## config.mk

```make
export PLATFORM = sky130hd
export DESIGN_NAME = upca_admission
export DESIGN_NICKNAME = d
export VERILOG_FILES = /design/src/common/upca_pkg.sv /design/src/common/upca_cell_if.sv /design/src/verilog/upca_admission.sv /design/src/verilog/upca_skid.sv
export SDC_FILE = /design/constraint.sdc
export NUM_CORES = 1
export LEC_CHECK = 0
export ABC_CLOCK_PERIOD_IN_PS = 4450
export BUFFER_PORTS_ARGS = -buffer_cell sky130_fd_sc_hd__buf_4
export CAP_MARGIN = 20
export CORE_ASPECT_RATIO = 1.25
export CORE_MARGIN = 2
export CORE_UTILIZATION = 40
export CTS_BUF_LIST = sky130_fd_sc_hd__clkbuf_8
export CTS_CLUSTER_DIAMETER = 200
export DETAILED_ROUTE_END_ITERATION = 12
export PLACE_DENSITY = 0.63
export SLEW_MARGIN = 40
export SYNTH_ARGS = -nofsm -noshare
export SYNTH_HDL_FRONTEND = slang
export SYNTH_SLANG_ARGS = --single-unit
```

## constraint.sdc

```tcl
create_clock -name clk_sys -period 4.45 [get_ports clk_sys]
set_input_delay 0.445 -clock clk_sys [delete_from_list [all_inputs] [get_ports clk_sys]]
set_output_delay 0.445 -clock clk_sys [all_outputs]
set_load 0.03 [all_outputs]
```

## src/common/upca_pkg.sv

```systemverilog
// package for the port b/c cell admission register bank
// Summary of operation
// - port b input cells are held back while the rx sar output fifo fill exceeds a 6-bit limit, all ones disabling it.
// - port b input cells are held back while the port a output fifo fill exceeds the 4-bit limit in bits 9:6, all ones disabling it.
// - port b input cells are held back while the port b output fifo fill exceeds the 4-bit limit in bits 13:10, all ones disabling it.
// - port b input cells are held back while the port c output fifo fill exceeds the 4-bit limit in bits 3:0 of the second register.
// - every cell received from port b is counted in 32 bits, read as upper and lower 16-bit words.
// - every cell sent on port b is counted in 32 bits, read as upper and lower 16-bit words.
// - the port c lookup table base in megabytes is a 4-bit field in bits 3:0.
// - the port c table size is bits 5:4, codes 0 to 3 giving 128K, 256K, 512K and 1024K entries.
// - the count of vci bits in the port c table index is a 5-bit field in bits 4:0.
// - a port c cell is valid only if each vpi bit selected by a mask one equals the 12-bit match value.
// - a 12-bit port c vpi mask at the next address selects which vpi bits must match.
package upca_pkg;
   localparam logic [11:0] ADDR_THR_A = 12'h64C;
   localparam logic [11:0] ADDR_THR_B = 12'h64E;
   localparam logic [11:0] ADDR_RX_HI = 12'h650;
   localparam logic [11:0] ADDR_RX_LO = 12'h652;
   localparam logic [11:0] ADDR_TX_HI = 12'h654;
   localparam logic [11:0] ADDR_TX_LO = 12'h656;
   localparam logic [11:0] ADDR_LUT_BASE = 12'h660;
   localparam logic [11:0] ADDR_VCI_NB = 12'h662;
   localparam logic [11:0] ADDR_VPI_MATCH = 12'h664;
   localparam logic [11:0] ADDR_VPI_MASK = 12'h666;
   localparam logic [15:0] RST_THR_A = 16'h1108;
   localparam logic [15:0] RST_THR_B = 16'h0004;
   localparam logic [15:0] RST_ZERO = 16'h0000;
   localparam int SAR_LSB = 0;
   localparam int OA_LSB = 6;
   localparam int OB_LSB = 10;
   localparam int OC_LSB = 0;
   localparam logic [5:0] SAR_OFF = 6'h3F;
   localparam logic [3:0] OUT_OFF = 4'hF;
   localparam logic [15:0] MASK_THR_A = 16'h3FFF;
   localparam logic [15:0] MASK_THR_B = 16'h000F;
   localparam logic [15:0] MASK_LUT = 16'h003F;
   localparam logic [15:0] MASK_VCI = 16'h001F;
   localparam logic [15:0] MASK_VPI = 16'h0FFF;
   localparam logic [2:0] SIZE_BASE_LOG2 = 3'h7; // 128K entries = 2^17, as 17-10
endpackage

```

## src/common/upca_cell_if.sv

```systemverilog
// cell handshake carrier between the admission top and its skid buffer
`timescale 1ns/1ps
interface upca_cell_if #(parameter int WIDTH = 16);
   logic valid;
   logic ready;
   logic [WIDTH-1:0] data;
   modport src (output valid, output data, input ready);
   modport dst (input valid, input data, output ready);
endinterface

```

## src/verilog/upca_admission.sv

```systemverilog
// port b admission, port b cell counters and port c lookup configuration
//
// Local design decision: the strobed register port.
`timescale 1ns/1ps
module upca_admission #(
   parameter int CELL_WIDTH = 16
) (
   input wire logic clk_sys,
   input wire logic rst,
   input wire logic [11:0] reg_addr,
   input wire logic [15:0] reg_wdata,
   input wire logic reg_wr,
   input wire logic reg_rd,
   output logic [15:0] reg_rdata,
   input wire logic [5:0] sar_out_fill,
   input wire logic [3:0] porta_out_fill,
   input wire logic [3:0] portb_out_fill,
   input wire logic [3:0] portc_out_fill,
   input wire logic portb_in_valid,
   input wire logic [CELL_WIDTH-1:0] portb_in_data,
   output logic portb_in_ready,
   output logic portb_cell_valid,
   output logic [CELL_WIDTH-1:0] portb_cell_data,
   input wire logic portb_cell_ready,
   input wire logic portb_sent,
   input wire logic portc_cell_strobe,
   input wire logic [11:0] portc_cell_vpi,
   output logic portc_cell_ok,
   output logic [3:0] portc_table_base,
   output logic [5:0] portc_table_log2_k,
   output logic [4:0] portc_vci_bits
);
   logic [15:0] portb_backpressure_thresholds_a;
   logic [15:0] portb_backpressure_thresholds_b;
   logic [31:0] portb_received_cell_count;
   logic [31:0] portb_sent_cell_count;
   logic [15:0] portc_table_base_size;
   logic [15:0] portc_index_vci_width;
   logic [15:0] portc_path_id_compare;
   logic [15:0] portc_path_id_mask;
   logic [5:0] portb_in_sar_fill_limit;
   logic [3:0] portb_in_first_out_fill_limit;
   logic [3:0] portb_in_second_out_fill_limit;
   logic [3:0] portb_in_third_out_fill_limit;
   logic block_in;
   logic gate_valid;
   logic taken;
   logic [15:0] next_rdata;

   upca_cell_if #(.WIDTH(CELL_WIDTH)) in_c ();
   upca_cell_if #(.WIDTH(CELL_WIDTH)) out_c ();

   initial begin
      if (CELL_WIDTH < 1) $error("upca_admission: CELL_WIDTH must be at least 1");
   end

   // over-limit test; an all-ones limit never blocks
   function automatic logic over_limit(input logic [5:0] fill, input logic [5:0] limit,
                                       input logic [5:0] off);
      over_limit = (limit != off) && (fill > limit);
   endfunction

   // wrapping one-cell increment, no saturation
   function automatic logic [31:0] bump(input logic [31:0] cnt);
      bump = cnt + 32'h0000_0001;
   endfunction

   // field views of the threshold registers
   assign portb_in_sar_fill_limit = portb_backpressure_thresholds_a[upca_pkg::SAR_LSB +: 6];
   assign portb_in_first_out_fill_limit = portb_backpressure_thresholds_a[upca_pkg::OA_LSB +: 4];
   assign portb_in_second_out_fill_limit = portb_backpressure_thresholds_a[upca_pkg::OB_LSB +: 4];
   assign portb_in_third_out_fill_limit = portb_backpressure_thresholds_b[upca_pkg::OC_LSB +: 4];

   // any downstream fifo over its limit stops intake from port b
   assign block_in = over_limit(sar_out_fill, portb_in_sar_fill_limit, upca_pkg::SAR_OFF)
      || over_limit({2'h0, porta_out_fill}, {2'h0, portb_in_first_out_fill_limit},
                    {2'h0, upca_pkg::OUT_OFF})
      || over_limit({2'h0, portb_out_fill}, {2'h0, portb_in_second_out_fill_limit},
                    {2'h0, upca_pkg::OUT_OFF})
      || over_limit({2'h0, portc_out_fill}, {2'h0, portb_in_third_out_fill_limit},
                    {2'h0, upca_pkg::OUT_OFF});

   // cells enter the buffer only while not blocked
   assign gate_valid = portb_in_valid && !block_in;
   assign in_c.valid = gate_valid;
   assign in_c.data = portb_in_data;
   assign taken = gate_valid && in_c.ready;
   assign out_c.ready = portb_cell_ready;

   upca_skid #(.WIDTH(CELL_WIDTH)) u_skid (
      .clk_sys(clk_sys),
      .rst(rst),
      .in_if(in_c.dst),
      .out_if(out_c.src)
   );

   // outward ports straight from flops; ready registered means a cell may be offered
   // one cycle late, so ready reflects last cycle's room and block state
   always_ff @(posedge clk_sys) begin
      if (rst) begin
         portb_in_ready <= 1'b0;
      end else begin
         portb_in_ready <= in_c.ready && !block_in;
      end
   end

   // output view of the buffer head, registered
   always_ff @(posedge clk_sys) begin
      if (rst) begin
         portb_cell_valid <= 1'b0;
         portb_cell_data <= '0;
      end else begin
         portb_cell_valid <= out_c.valid;
         portb_cell_data <= out_c.data;
      end
   end

   // host writes; reserved bits are kept zero by masking
   always_ff @(posedge clk_sys) begin
      if (rst) begin
         portb_backpressure_thresholds_a <= upca_pkg::RST_THR_A;
         portb_backpressure_thresholds_b <= upca_pkg::RST_THR_B;
         portc_table_base_size <= upca_pkg::RST_ZERO;
         portc_index_vci_width <= upca_pkg::RST_ZERO;
         portc_path_id_compare <= upca_pkg::RST_ZERO;
         portc_path_id_mask <= upca_pkg::RST_ZERO;
      end else if (reg_wr) begin
         unique case (reg_addr)
            upca_pkg::ADDR_THR_A: portb_backpressure_thresholds_a <= reg_wdata & upca_pkg::MASK_THR_A;
            upca_pkg::ADDR_THR_B: portb_backpressure_thresholds_b <= reg_wdata & upca_pkg::MASK_THR_B;
            upca_pkg::ADDR_LUT_BASE: portc_table_base_size <= reg_wdata & upca_pkg::MASK_LUT;
            upca_pkg::ADDR_VCI_NB: portc_index_vci_width <= reg_wdata & upca_pkg::MASK_VCI;
            upca_pkg::ADDR_VPI_MATCH: portc_path_id_compare <= reg_wdata & upca_pkg::MASK_VPI;
            upca_pkg::ADDR_VPI_MASK: portc_path_id_mask <= reg_wdata & upca_pkg::MASK_VPI;
            default: ;
         endcase
      end
   end

   // arrival counter counts cells actually taken into the buffer
   always_ff @(posedge clk_sys) begin
      if (rst) begin
         portb_received_cell_count <= 32'h0000_0000;
      end else if (taken) begin
         portb_received_cell_count <= bump(portb_received_cell_count);
      end
   end

   // departure counter counts cells reported sent on port b
   always_ff @(posedge clk_sys) begin
      if (rst) begin
         portb_sent_cell_count <= 32'h0000_0000;
      end else if (portb_sent) begin
         portb_sent_cell_count <= bump(portb_sent_cell_count);
      end
   end

   // lookup configuration outputs; size code turned into log2 of entries in K
   always_ff @(posedge clk_sys) begin
      if (rst) begin
         portc_table_base <= 4'h0;
         portc_table_log2_k <= {3'h0, upca_pkg::SIZE_BASE_LOG2};
         portc_vci_bits <= 5'h00;
      end else begin
         portc_table_base <= portc_table_base_size[3:0];
         portc_table_log2_k <= {3'h0, upca_pkg::SIZE_BASE_LOG2} + {4'h0, portc_table_base_size[5:4]};
         portc_vci_bits <= portc_index_vci_width[4:0];
      end
   end

   // vpi filter result, one cycle after the strobe
   always_ff @(posedge clk_sys) begin
      if (rst) begin
         portc_cell_ok <= 1'b0;
      end else begin
         portc_cell_ok <= portc_cell_strobe &&
            (((portc_cell_vpi ^ portc_path_id_compare[11:0]) & portc_path_id_mask[11:0]) == 12'h000);
      end
   end

   // read mux; unmapped addresses read zero
   always_comb begin
      next_rdata = 16'h0000;
      unique case (reg_addr)
         upca_pkg::ADDR_THR_A: next_rdata = portb_backpressure_thresholds_a;
         upca_pkg::ADDR_THR_B: next_rdata = portb_backpressure_thresholds_b;
         upca_pkg::ADDR_RX_HI: next_rdata = portb_received_cell_count[31:16];
         upca_pkg::ADDR_RX_LO: next_rdata = portb_received_cell_count[15:0];
         upca_pkg::ADDR_TX_HI: next_rdata = portb_sent_cell_count[31:16];
         upca_pkg::ADDR_TX_LO: next_rdata = portb_sent_cell_count[15:0];
         upca_pkg::ADDR_LUT_BASE: next_rdata = portc_table_base_size;
         upca_pkg::ADDR_VCI_NB: next_rdata = portc_index_vci_width;
         upca_pkg::ADDR_VPI_MATCH: next_rdata = portc_path_id_compare;
         upca_pkg::ADDR_VPI_MASK: next_rdata = portc_path_id_mask;
         default: next_rdata = 16'h0000;
      endcase
   end

   // read data valid only in the cycle after the strobe
   always_ff @(posedge clk_sys) begin
      if (rst) begin
         reg_rdata <= 16'h0000;
      end else begin
         reg_rdata <= reg_rd ? next_rdata : 16'h0000;
      end
   end

   // assertions: intake gating against each downstream fill limit
   sar_block_a: assert property (
      @(posedge clk_sys) disable iff (rst)
      (portb_in_sar_fill_limit != 6'h3F && sar_out_fill > portb_in_sar_fill_limit) |-> !taken)
      else $error("cell taken while sar fifo over limit");

   oa_block_a: assert property (
      @(posedge clk_sys) disable iff (rst)
      (portb_in_first_out_fill_limit != 4'hF && porta_out_fill > portb_in_first_out_fill_limit) |-> !taken)
      else $error("cell taken while port a fifo over limit");

   ob_block_a: assert property (
      @(posedge clk_sys) disable iff (rst)
      (portb_in_second_out_fill_limit != 4'hF && portb_out_fill > portb_in_second_out_fill_limit) |-> !taken)
      else $error("cell taken while port b fifo over limit");

   oc_block_a: assert property (
      @(posedge clk_sys) disable iff (rst)
      (portb_in_third_out_fill_limit != 4'hF && portc_out_fill > portb_in_third_out_fill_limit) |-> !taken)
      else $error("cell taken while port c fifo over limit");

   // a fill equal to its limit must not block; only strictly greater does
   intake_open_a: assert property (
      @(posedge clk_sys) disable iff (rst)
      (portb_in_valid && in_c.ready && sar_out_fill <= portb_in_sar_fill_limit
         && porta_out_fill <= portb_in_first_out_fill_limit && portb_out_fill <= portb_in_second_out_fill_limit
         && portc_out_fill <= portb_in_third_out_fill_limit) |-> taken)
      else $error("cell refused with every fifo at or under its limit");

   // all-ones limits switch backpressure off even with full fifos
   limits_off_a: assert property (
      @(posedge clk_sys) disable iff (rst)
      (portb_in_valid && in_c.ready && portb_in_sar_fill_limit == 6'h3F && portb_in_first_out_fill_limit == 4'hF
         && portb_in_second_out_fill_limit == 4'hF && portb_in_third_out_fill_limit == 4'hF) |-> taken)
      else $error("cell refused with every limit disabled");

   thr_a_read_a: assert property (
      @(posedge clk_sys) disable iff (rst)
      (reg_rd && reg_addr == upca_pkg::ADDR_THR_A) |=> reg_rdata == $past(portb_backpressure_thresholds_a))
      else $error("first threshold register read wrong");

   thr_b_write_a: assert property (
      @(posedge clk_sys) disable iff (rst)
      (reg_wr && reg_addr == upca_pkg::ADDR_THR_B) |=> portb_in_third_out_fill_limit == $past(reg_wdata[3:0]))
      else $error("port c fifo limit write lost");

   // cell counters: step per cell, hold otherwise, words read back as stored
   rx_count_a: assert property (
      @(posedge clk_sys) disable iff (rst)
      taken |=> portb_received_cell_count == $past(portb_received_cell_count) + 32'h1)
      else $error("arrival counter did not step");

   rx_hold_a: assert property (
      @(posedge clk_sys) disable iff (rst)
      !taken |=> portb_received_cell_count == $past(portb_received_cell_count))
      else $error("arrival counter moved without a cell");

   rx_hi_read_a: assert property (
      @(posedge clk_sys) disable iff (rst)
      (reg_rd && reg_addr == upca_pkg::ADDR_RX_HI) |=> reg_rdata == $past(portb_received_cell_count[31:16]))
      else $error("arrival upper word read wrong");

   rx_lo_read_a: assert property (
      @(posedge clk_sys) disable iff (rst)
      (reg_rd && reg_addr == upca_pkg::ADDR_RX_LO) |=> reg_rdata == $past(portb_received_cell_count[15:0]))
      else $error("arrival lower word read wrong");

   tx_count_a: assert property (
      @(posedge clk_sys) disable iff (rst)
      !portb_sent |=> portb_sent_cell_count == $past(portb_sent_cell_count))
      else $error("departure counter moved without a cell");

   tx_hi_read_a: assert property (
      @(posedge clk_sys) disable iff (rst)
      (reg_rd && reg_addr == upca_pkg::ADDR_TX_HI) |=> reg_rdata == $past(portb_sent_cell_count[31:16]))
      else $error("departure upper word read wrong");

   tx_lo_read_a: assert property (
      @(posedge clk_sys) disable iff (rst)
      (reg_rd && reg_addr == upca_pkg::ADDR_TX_LO) |=> reg_rdata == $past(portb_sent_cell_count[15:0]))
      else $error("departure lower word read wrong");

   // 32-bit sum wraps by itself, so a stuck counter trips this on any cell and a saturating one at the wrap
   counter_wrap_a: assert property (
      @(posedge clk_sys) disable iff (rst)
      portb_sent |=> portb_sent_cell_count == $past(portb_sent_cell_count) + 32'h1)
      else $error("departure counter did not step or wrap");

   // lookup configuration views
   table_base_a: assert property (
      @(posedge clk_sys) disable iff (rst)
      ##1 portc_table_base == $past(portc_table_base_size[3:0]))
      else $error("table base output stale");

   lut_read_a: assert property (
      @(posedge clk_sys) disable iff (rst)
      (reg_rd && reg_addr == upca_pkg::ADDR_LUT_BASE) |=> reg_rdata == $past(portc_table_base_size))
      else $error("table base register read wrong");

   table_size_a: assert property (
      @(posedge clk_sys) disable iff (rst)
      (portc_table_base_size[5:4] == 2'h3) |=> portc_table_log2_k == 6'h0A)
      else $error("1024K size code misdecoded");

   vci_bits_a: assert property (
      @(posedge clk_sys) disable iff (rst)
      ##1 portc_vci_bits == $past(portc_index_vci_width[4:0]))
      else $error("vci bit count output stale");

   // vpi filter: accept, reject and one-cycle pulse
   vpi_filter_a: assert property (
      @(posedge clk_sys) disable iff (rst)
      (portc_cell_strobe && portc_path_id_mask[11:0] == 12'h000) |=> portc_cell_ok)
      else $error("empty mask rejected a cell");

   vpi_reject_a: assert property (
      @(posedge clk_sys) disable iff (rst)
      (portc_cell_strobe && ((portc_cell_vpi ^ portc_path_id_compare[11:0]) & portc_path_id_mask[11:0]) != 12'h000)
      |=> !portc_cell_ok)
      else $error("masked vpi mismatch accepted");

   ok_pulse_a: assert property (
      @(posedge clk_sys) disable iff (rst)
      !portc_cell_strobe |=> !portc_cell_ok)
      else $error("vpi result without a strobe");

   mask_write_a: assert property (
      @(posedge clk_sys) disable iff (rst)
      (reg_wr && reg_addr == 12'h666) |=> portc_path_id_mask == {4'h0, $past(reg_wdata[11:0])})
      else $error("vpi mask write lost");

   // read data must not linger past the cycle after the strobe
   rdata_idle_a: assert property (
      @(posedge clk_sys) disable iff (rst)
      !reg_rd |=> reg_rdata == 16'h0000)
      else $error("read data without a read strobe");
endmodule

```

## src/verilog/upca_skid.sv

```systemverilog
// two-entry buffer with valid/ready on both sides
`timescale 1ns/1ps
module upca_skid #(
   parameter int WIDTH = 16
) (
   input wire logic clk_sys,
   input wire logic rst,
   upca_cell_if.dst in_if,
   upca_cell_if.src out_if
);
   logic [WIDTH-1:0] mem [0:1];
   logic wr_ptr;
   logic rd_ptr;
   logic [1:0] count;
   logic push;
   logic pop;

   initial begin
      if (WIDTH < 1) $error("upca_skid: WIDTH must be at least 1");
   end

   // ready only while a slot is free, so a stalled reader loses nothing
   assign in_if.ready = (count != 2'h2);
   assign out_if.valid = (count != 2'h0);
   assign out_if.data = mem[rd_ptr];
   assign push = in_if.valid && in_if.ready;
   assign pop = out_if.valid && out_if.ready;

   // storage
   always_ff @(posedge clk_sys) begin
      if (push) begin
         mem[wr_ptr] <= in_if.data;
      end
   end

   // pointers and fill
   always_ff @(posedge clk_sys) begin
      if (rst) begin
         wr_ptr <= 1'b0;
         rd_ptr <= 1'b0;
         count <= 2'h0;
      end else begin
         if (push) wr_ptr <= ~wr_ptr;
         if (pop) rd_ptr <= ~rd_ptr;
         count <= count + {1'b0, push} - {1'b0, pop};
      end
   end

   buffer_bound_a: assert property (@(posedge clk_sys) disable iff (rst) count <= 2'h2)
      else $error("skid fill above two");
endmodule
```

==> impl_metrics.tcl, run 1 <==
set metrics [dict create \
    result_of_the_run "finished clean" \
    final_period_minus_worst_setup_slack_ns 2.964 \
    area_delta_synth_final_pct 20.23 \
    synth_ff_type "dfxtp_1" \
    die_area_sq_um 24000 \
    io_pins 132 \
    cts_max_level 2 \
    worstHoldStart "portb_in_data[7]" \
    regToRegStartpoint "portb_backpressure_thresholds_a[5]$_SDFFE_PP0P_" \
    switchingPower_mw 1.001 \
    synth.ff_latch_count 201 \
    yosysSeqAreaShare_pct 47.69 \
    critical_path.endpoint_type "register" \
    chipWidth_microns 139.0 \
    fraction_of_layout_instances_using_a_drive_strength_above_1_pct 17.94 \
    clkTransAtPathRegs_ns 0.06 \
    drv.max_cap_violation_count 0 \
    clkPwrFrac_pct 41.4 \
    report.final.hold_viol_count 0 \
    post_cts_buffers 0 \
    timing.critical_path.cells "inv_1, ha_1, and4_1, o21ai_0, a31o_2, nand2_1, or3_1, inv_1" \
    worst_path_largest_cell_delay_ns 0.50 \
    synth_edf_count 32 \
    buffer_ports.inserted 127 \
    global_route.overflow_total 0 \
    synth.yosys.warnings 0 \
    crit_path_max_fanout 19 \
    final_wl_mm 25.37 \
    holdBufCountCts 0 \
    nets 1220 \
    cp_common_cell "inv_1" \
    critPathLaunchType "register" \
    routed-via-count 7919 \
    post-route-drc-count 0 \
    ff_latch_area_sq_um 4345 \
    initial_utilization_pct 40.87 \
    maxSlewViolCount 0 \
    gpl.final_weighted_congestion 0.8619 \
    timing.slew.headroom_pct 49.64 \
    fillerInstances 2133 \
    post-place-ws_ns 1.305 \
    clock_insertion_delay_worst_skew_ns 0.53 \
    power_density_nw_per_um2 357.7 \
    async_reset_ff_share_pct 0 \
    critPathSlowestCell "inv_1" \
    setup_viol 0 \
    power.share.sequential_pct 49.4 \
    clk_root_buffer_cell "clkbuf_8" \
    cts.repair.resized 0 \
    timing.critical_path.from "portb_backpressure_thresholds_a[5]$_SDFFE_PP0P_" \
    number_of_antenna_violations_at_the_first_check_in_global_routing 0 \
    grt_first_pass_wirelength_mm 41.03 \
    power_leakage_nw 4.072 \
    tritoncts_clock_tree "yes" \
    cts_made_buffers 35 \
    post_synth.cell_area_avg_sq_um 9.145 \
    setup.worst_path.class "register to register" \
    power.switching_fraction_pct 25.54 \
    cts_buffer_depth 3 \
    hpwlAfterDp_mm 17.99 \
    fin_worst_skew_ns 0.01792 \
    peak_ir_drop_on_the_vdd_network_uv 254.9 \
    route.detailed.wl_per_inst_microns 17.86 \
    grt_start_max_net_pins 57 \
    first_iter_violations 693 \
    multi_input_combinational_cell_area_sq_um 4419 \
    route.antenna.remaining_nets 0 \
    tritoncts_num_sinks 201 \
    track_usage_pct 20.91 \
    timing.critical_path.required_ns 4.59 \
    comb_power_share_pct 9.2 \
    netlist-cell-type-count 61 \
    route.detailed.vias_per_inst 5.577 \
    placeableCoreArea_sq_um 22290 \
    timing.setup.tns_ns 0 \
    dr.pass1.iters 7 \
    power.internal_mw 2.917 \
    cp_data_arrival_time_ns 3.11 \
    worst_slew_pin_slew_ns 0.7554 \
    y_dimension_of_the_die_microns 172.7 \
    hp_class "primary input to register" \
    synthesis.instances 996 \
    grt_pass1_vias 7686 \
    rsz0062_at_grt "no" \
    post_synth_instance_area_sq_um 9109 \
    fmax_ghz 0.3374 \
    num_rows 61 \
    insertedDiodeCount 0 \
    layout_setup_ws_ns 1.486 \
    min_period_over_period_pct 66.61 \
]
path summary, 6_finish.rpt:
| kind | end | slack (ns) | depth (start not counted) |
|---|---|---|---|
| max | u_skid.mem[0][15]$_DFFE_PP_ | 1.49 | 8 |
| min | u_skid.mem[0][7]$_DFFE_PP_ | 0.11 | 1 |
| max reg2reg | u_skid.mem[0][15]$_DFFE_PP_ | 1.49 | 8 |
| min reg2reg | portc_table_log2_k[0]$_SDFF_PP1_ | 0.41 | 1 |
metrics by stage:
stage          power [mW]  cell area, sq um  util, %  instances  hold WS (ns)
2_1_floorplan       2.186              9112        -        997        0.3830
3_3_place_gp        2.333             10270    46.08       1360        0.3949
3_5_place_dp        2.335             10280    46.12       1360        0.4013
4_1_cts             3.968             10940    49.11       1419       0.07156
5_1_grt             4.086             10950    49.14       1420       0.08457
6_report            3.918             10950    49.14       1420        0.1056
power groups by stage:
stage | registers [mW] | clock network [mW] | logic [mW]
4_1_cts | 1.93 | 1.67 | 0.364
3_3_place_gp | 1.97 | 0 | 0.361
2_1_floorplan | 1.98 | 0 | 0.205
6_report | 1.93 | 1.62 | 0.361
3_5_place_dp | 1.97 | 0 | 0.362
5_1_grt | 1.94 | 1.75 | 0.394
final cells by class:
cell class | instances | share of cell area [%]
Clock buffer | 43 | 5.404
Clock inverter | 16 | 0.6741
Inverter | 35 | 1.200
Multi-Input combinational cell | 704 | 40.35
Sequential cell | 201 | 39.68
Tap cell | 283 | 3.233
Timing Repair Buffer | 138 | 9.460
registers in the layout, indices dropped and copies added (netlist names), 5 cells and up:
| name | cells |
|---|---|
| portc_index_vci_width | 5 |
| portc_path_id_mask | 12 |
| portb_received_cell_count | 32 |
| portc_vci_bits | 5 |
| portc_table_base_size | 6 |
| u_skid.mem | 32 |
| portb_backpressure_thresholds_a | 14 |
| reg_rdata | 16 |
| portb_sent_cell_count | 32 |
| portb_cell_data | 16 |
| portc_path_id_compare | 12 |
cell families (layout without fill, tap and decap cells):
| group | Yosys count | after routing | synth area share, % |
|---|---|---|---|
| mux | 36 | 36 | 3.956 |
| flops | 201 | 201 | 47.69 |
| compound gates | 222 | 222 | 15.95 |
| simple gates | 382 | 382 | 21.52 |
| buf+inv | 92 | 232 | 3.929 |
| other cells | 1 | 2 | 0.04117 |
| xor+xnor | 39 | 39 | 3.750 |
| fa+ha+maj | 23 | 23 | 3.159 |
placed cells by master (no fill, tap or decap), types with 4 or more instances in the layout:
| cell type | Yosys | final |
|---|---|---|
| a222oi_1 | 7 | 7 |
| nand2b_1 | 8 | 8 |
| o21ai_0 | 21 | 21 |
| ha_1 | 23 | 23 |
| dfxtp_1 | 169 | 168 |
| nor4_1 | 8 | 7 |
| edfxtp_1 | 32 | 32 |
| nor2_1 | 88 | 87 |
| a211o_1 | 5 | 5 |
| xnor2_1 | 11 | 11 |
| a31oi_1 | 8 | 8 |
| or3_1 | 15 | 15 |
| a21oi_1 | 87 | 87 |
| a21o_1 | 4 | 4 |
| nand2_1 | 108 | 108 |
| nand4_1 | 23 | 23 |
| nor3_1 | 8 | 8 |
| xor2_1 | 28 | 28 |
| nand4b_1 | 4 | 4 |
| o31ai_1 | 23 | 23 |
| or4_1 | 25 | 25 |
| a32oi_1 | 6 | 6 |
| inv_1 | 35 | 41 |
| and3_1 | 14 | 14 |
| mux2i_1 | 36 | 36 |
| a22o_1 | 12 | 12 |
| a22oi_1 | 28 | 28 |
| clkinv_1 | 0 | 4 |
| and4_1 | 6 | 6 |
| buf_4 | 2 | 138 |
| clkbuf_8 | 0 | 43 |
| clkinv_2 | 0 | 4 |
| nand3_1 | 36 | 36 |
| nor2b_1 | 20 | 20 |
Yosys cell counts, types with 3 or more instances:
master	count	area, sq um
a21o_1	4	30.03
nand2_1	108	405.4
a222oi_1	7	70.07
o31ai_1	23	172.7
a22o_1	12	105.1
dfxtp_1	169	3383
nor4_1	8	50.05
mux2i_1	36	360.4
xnor2_1	11	96.34
clkbuf_1	49	183.9
or4_1	25	187.7
nand4_1	23	143.9
nor3_1	8	40.04
a22oi_1	28	210.2
nand3_1	36	180.2
xor2_1	28	245.2
and4_1	6	52.55
nor2_1	88	330.3
nor3b_1	3	22.52
edfxtp_1	32	960.9
o21ai_0	21	105.1
inv_1	35	131.4
a221oi_1	3	26.28
a21oi_1	87	435.4
and3_1	14	87.58
a211o_1	5	43.79
buf_2	4	20.02
nand4b_1	4	35.03
a31oi_1	8	50.05
a211oi_1	3	22.52
o211ai_1	3	22.52
ha_1	23	287.8
a31o_2	3	26.28
or3_1	15	93.84
nand2b_1	8	50.05
a32oi_1	6	52.55
nor2b_1	20	125.1
metal layers:
layer	global-route usage, %	vias up	part of all wire (%)
met5	0	-	0
met4	7.449	0	2.8
met3	4.292	52	6.3
met2	35.43	285	48
met1	26.47	3715	43
li1	-	3867	-
worst max-delay path, delay by kind of cell, from the launching register on:
| kind | cells | cell delay (ns) |
|---|---|---|
| AND/OR/NAND/NOR | 3 | 1.01 |
| adder cells (fa/ha/maj) | 1 | 0.31 |
| flip-flops | 1 | 0.37 |
| AO/OA/AOI/OAI | 2 | 0.33 |
| buffers and inverters | 2 | 0.56 |
(Power assumes the default switching activity.)
==> inputs of run 2 (changes only) <==
ABC_CLOCK_PERIOD_IN_PS = 2470   (was 4450)
PLACE_DENSITY = 0.65   (was 0.63)
clock period = 2.47 ns   (was 4.45 ns; I/O delays follow)
==> impl_metrics.tcl, run 2 (same netlist as run 1, synthesis figures left out) <==
set metrics [dict create \
    post-route-drc-count 0 \
    worst_case_hold_slack_ns 0.01717 \
    tritoncts_clock_tree "yes" \
    critical_path.endpoint_type "register" \
    tritoncts_num_sinks 201 \
    global_route.overflow_total 0 \
    initial_utilization_pct 40.87 \
    number_of_antenna_violations_at_the_first_check_in_global_routing 0 \
    timing.critical_path.required_ns 2.68 \
    track_usage_pct 20.64 \
    placeableCoreArea_sq_um 22290 \
    power_density_nw_per_um2 622.2 \
    final_period_minus_worst_setup_slack_ns 2.363 \
    clk_root_buffer_cell "clkbuf_8" \
    cts_made_buffers 35 \
    route.detailed.wl_per_inst_microns 17.23 \
    post-place-ws_ns 0.05854 \
    gpl.final_weighted_congestion 0.8896 \
    power_leakage_nw 4.404 \
    cts_max_level 2 \
    critPathLaunchType "register" \
    hp_class "primary input to register" \
    grt_first_pass_wirelength_mm 40.42 \
    setup.worst_path.class "register to register" \
    clkTransAtPathRegs_ns 0.06 \
    timing.setup.tns_ns 0 \
    fraction_of_layout_instances_using_a_drive_strength_above_1_pct 20.37 \
    cell_area_after_layout_sq_um 11570 \
    grt_pass1_vias 7797 \
    result_of_the_run "finished clean" \
    peak_ir_drop_on_the_vdd_network_uv 459.4 \
    first_iter_violations 643 \
    route.antenna.remaining_nets 0 \
    y_dimension_of_the_die_microns 172.7 \
    rsz0062_at_grt "yes" \
    grt_start_max_net_pins 61 \
    layout_common_cells "165 x buf_4, 163 x dfxtp_1, 107 x nand2_1" \
    final_common_cell "buf_4" \
    dr.pass1.iters 7 \
    insertedDiodeCount 0 \
    fin_worst_skew_ns 0.02820 \
    fmax_ghz 0.4231 \
    area_delta_synth_final_pct 27.01 \
    hpwlAfterDp_mm 18.47 \
    drv.max_cap_violation_count 0 \
    maxSlewViolCount 0 \
    die_area_sq_um 24000 \
    timing.slew.headroom_pct 59.89 \
    io_pins 132 \
    placedInstanceArea_sq_um 10580 \
    nets 1276 \
    crit_path_max_fanout 16 \
    buffer_ports.inserted 127 \
    worst_slew_pin_slew_ns 0.5962 \
    p_total_mw 7.198 \
    clock_insertion_delay_worst_skew_ns 0.53 \
    route.detailed.vias_per_inst 5.482 \
    min_period_over_period_pct 95.69 \
    cp_data_arrival_time_ns 2.57 \
    report.final.hold_viol_count 0 \
    final_wl_mm 25.52 \
    cts_buffer_depth 3 \
    setup_viol 0 \
    layout_setup_ws_ns 0.1066 \
    reg.largest.list "portb_received_cell_count (32), portb_sent_cell_count (32), u_skid.mem (32)" \
    num_rows 61 \
    routed-via-count 8119 \
    chipWidth_microns 139.0 \
]
-- run 2: layer usage --
layer | track usage (%) | vias up | part of all wire [%]
li1 | - | 3974 | -
met1 | 25.46 | 3811 | 41
met2 | 35.51 | 274 | 49
met3 | 4.237 | 60 | 6.3
met4 | 7.744 | 0 | 3.2
met5 | 0 | - | 0
-- run 2: final timing paths --
path	endpoint	slack [ns]	start	cells past startpoint
worst max-delay path	u_skid.mem[0][15]$_DFFE_PP_	0.11	portb_backpressure_thresholds_a[11]$_SDFFE_PP0P_	10
worst min-delay path	portc_cell_ok$_SDFF_PP0_	0.02	portc_cell_strobe	3
worst max register to register	u_skid.mem[0][15]$_DFFE_PP_	0.11	portb_backpressure_thresholds_a[11]$_SDFFE_PP0P_	10
worst min register to register	portc_table_log2_k[0]$_SDFF_PP1_	0.41	portc_table_base_size[4]$_SDFFE_PP0P_	1
-- run 2: stage by stage --
stage	utilization, %	instances
3_5_place_dp	47.48	1392
2_1_floorplan	-	997
4_1_cts	51.65	1479
3_3_place_gp	47.48	1392
6_report	51.91	1481
5_1_grt	51.91	1481
-- run 2: worst max-delay path, cell delays in order (launching register included) --
cell and delay (ns):
dfxtp_2 0.35, inv_1 0.05, ha_1 0.28, nor2b_1 0.13, o211ai_1 0.17, a21o_1 0.18, buf_12 0.13, nand3_4 0.12
or3_4 0.41, clkinvlp_4 0.09, buf_12 0.14
-- run 2: power by group --
group          total (mW)  switching (mW)  internal, mW  leakage [nW]
Sequential           3.43          0.0321          3.39          1.66
Combinational       0.780           0.431         0.349          2.34
Clock                2.99            1.34          1.65         0.410
Total                7.20            1.80          5.39          4.40
-- run 2: final cells by class --
| type | count | area [sq um] |
|---|---|---|
| timing repair buffer | 194 | 1580 |
| inverter | 35 | 135.1 |
| multi-input combinational | 704 | 4448 |
| fill | 2081 | 10720 |
| clock buffer | 42 | 578.1 |
| sequential | 201 | 4352 |
| clock inverter | 22 | 121.4 |
| tap | 283 | 354.1 |
-- run 2: what timing repair did --
action                                 in CTS  in global routing
hold buffers                               23                  0
setup endpoints to repair                   0                 37
gates resized for setup                     0                 12
endpoints found under the hold margin      41                  0
setup buffers                               0                  2
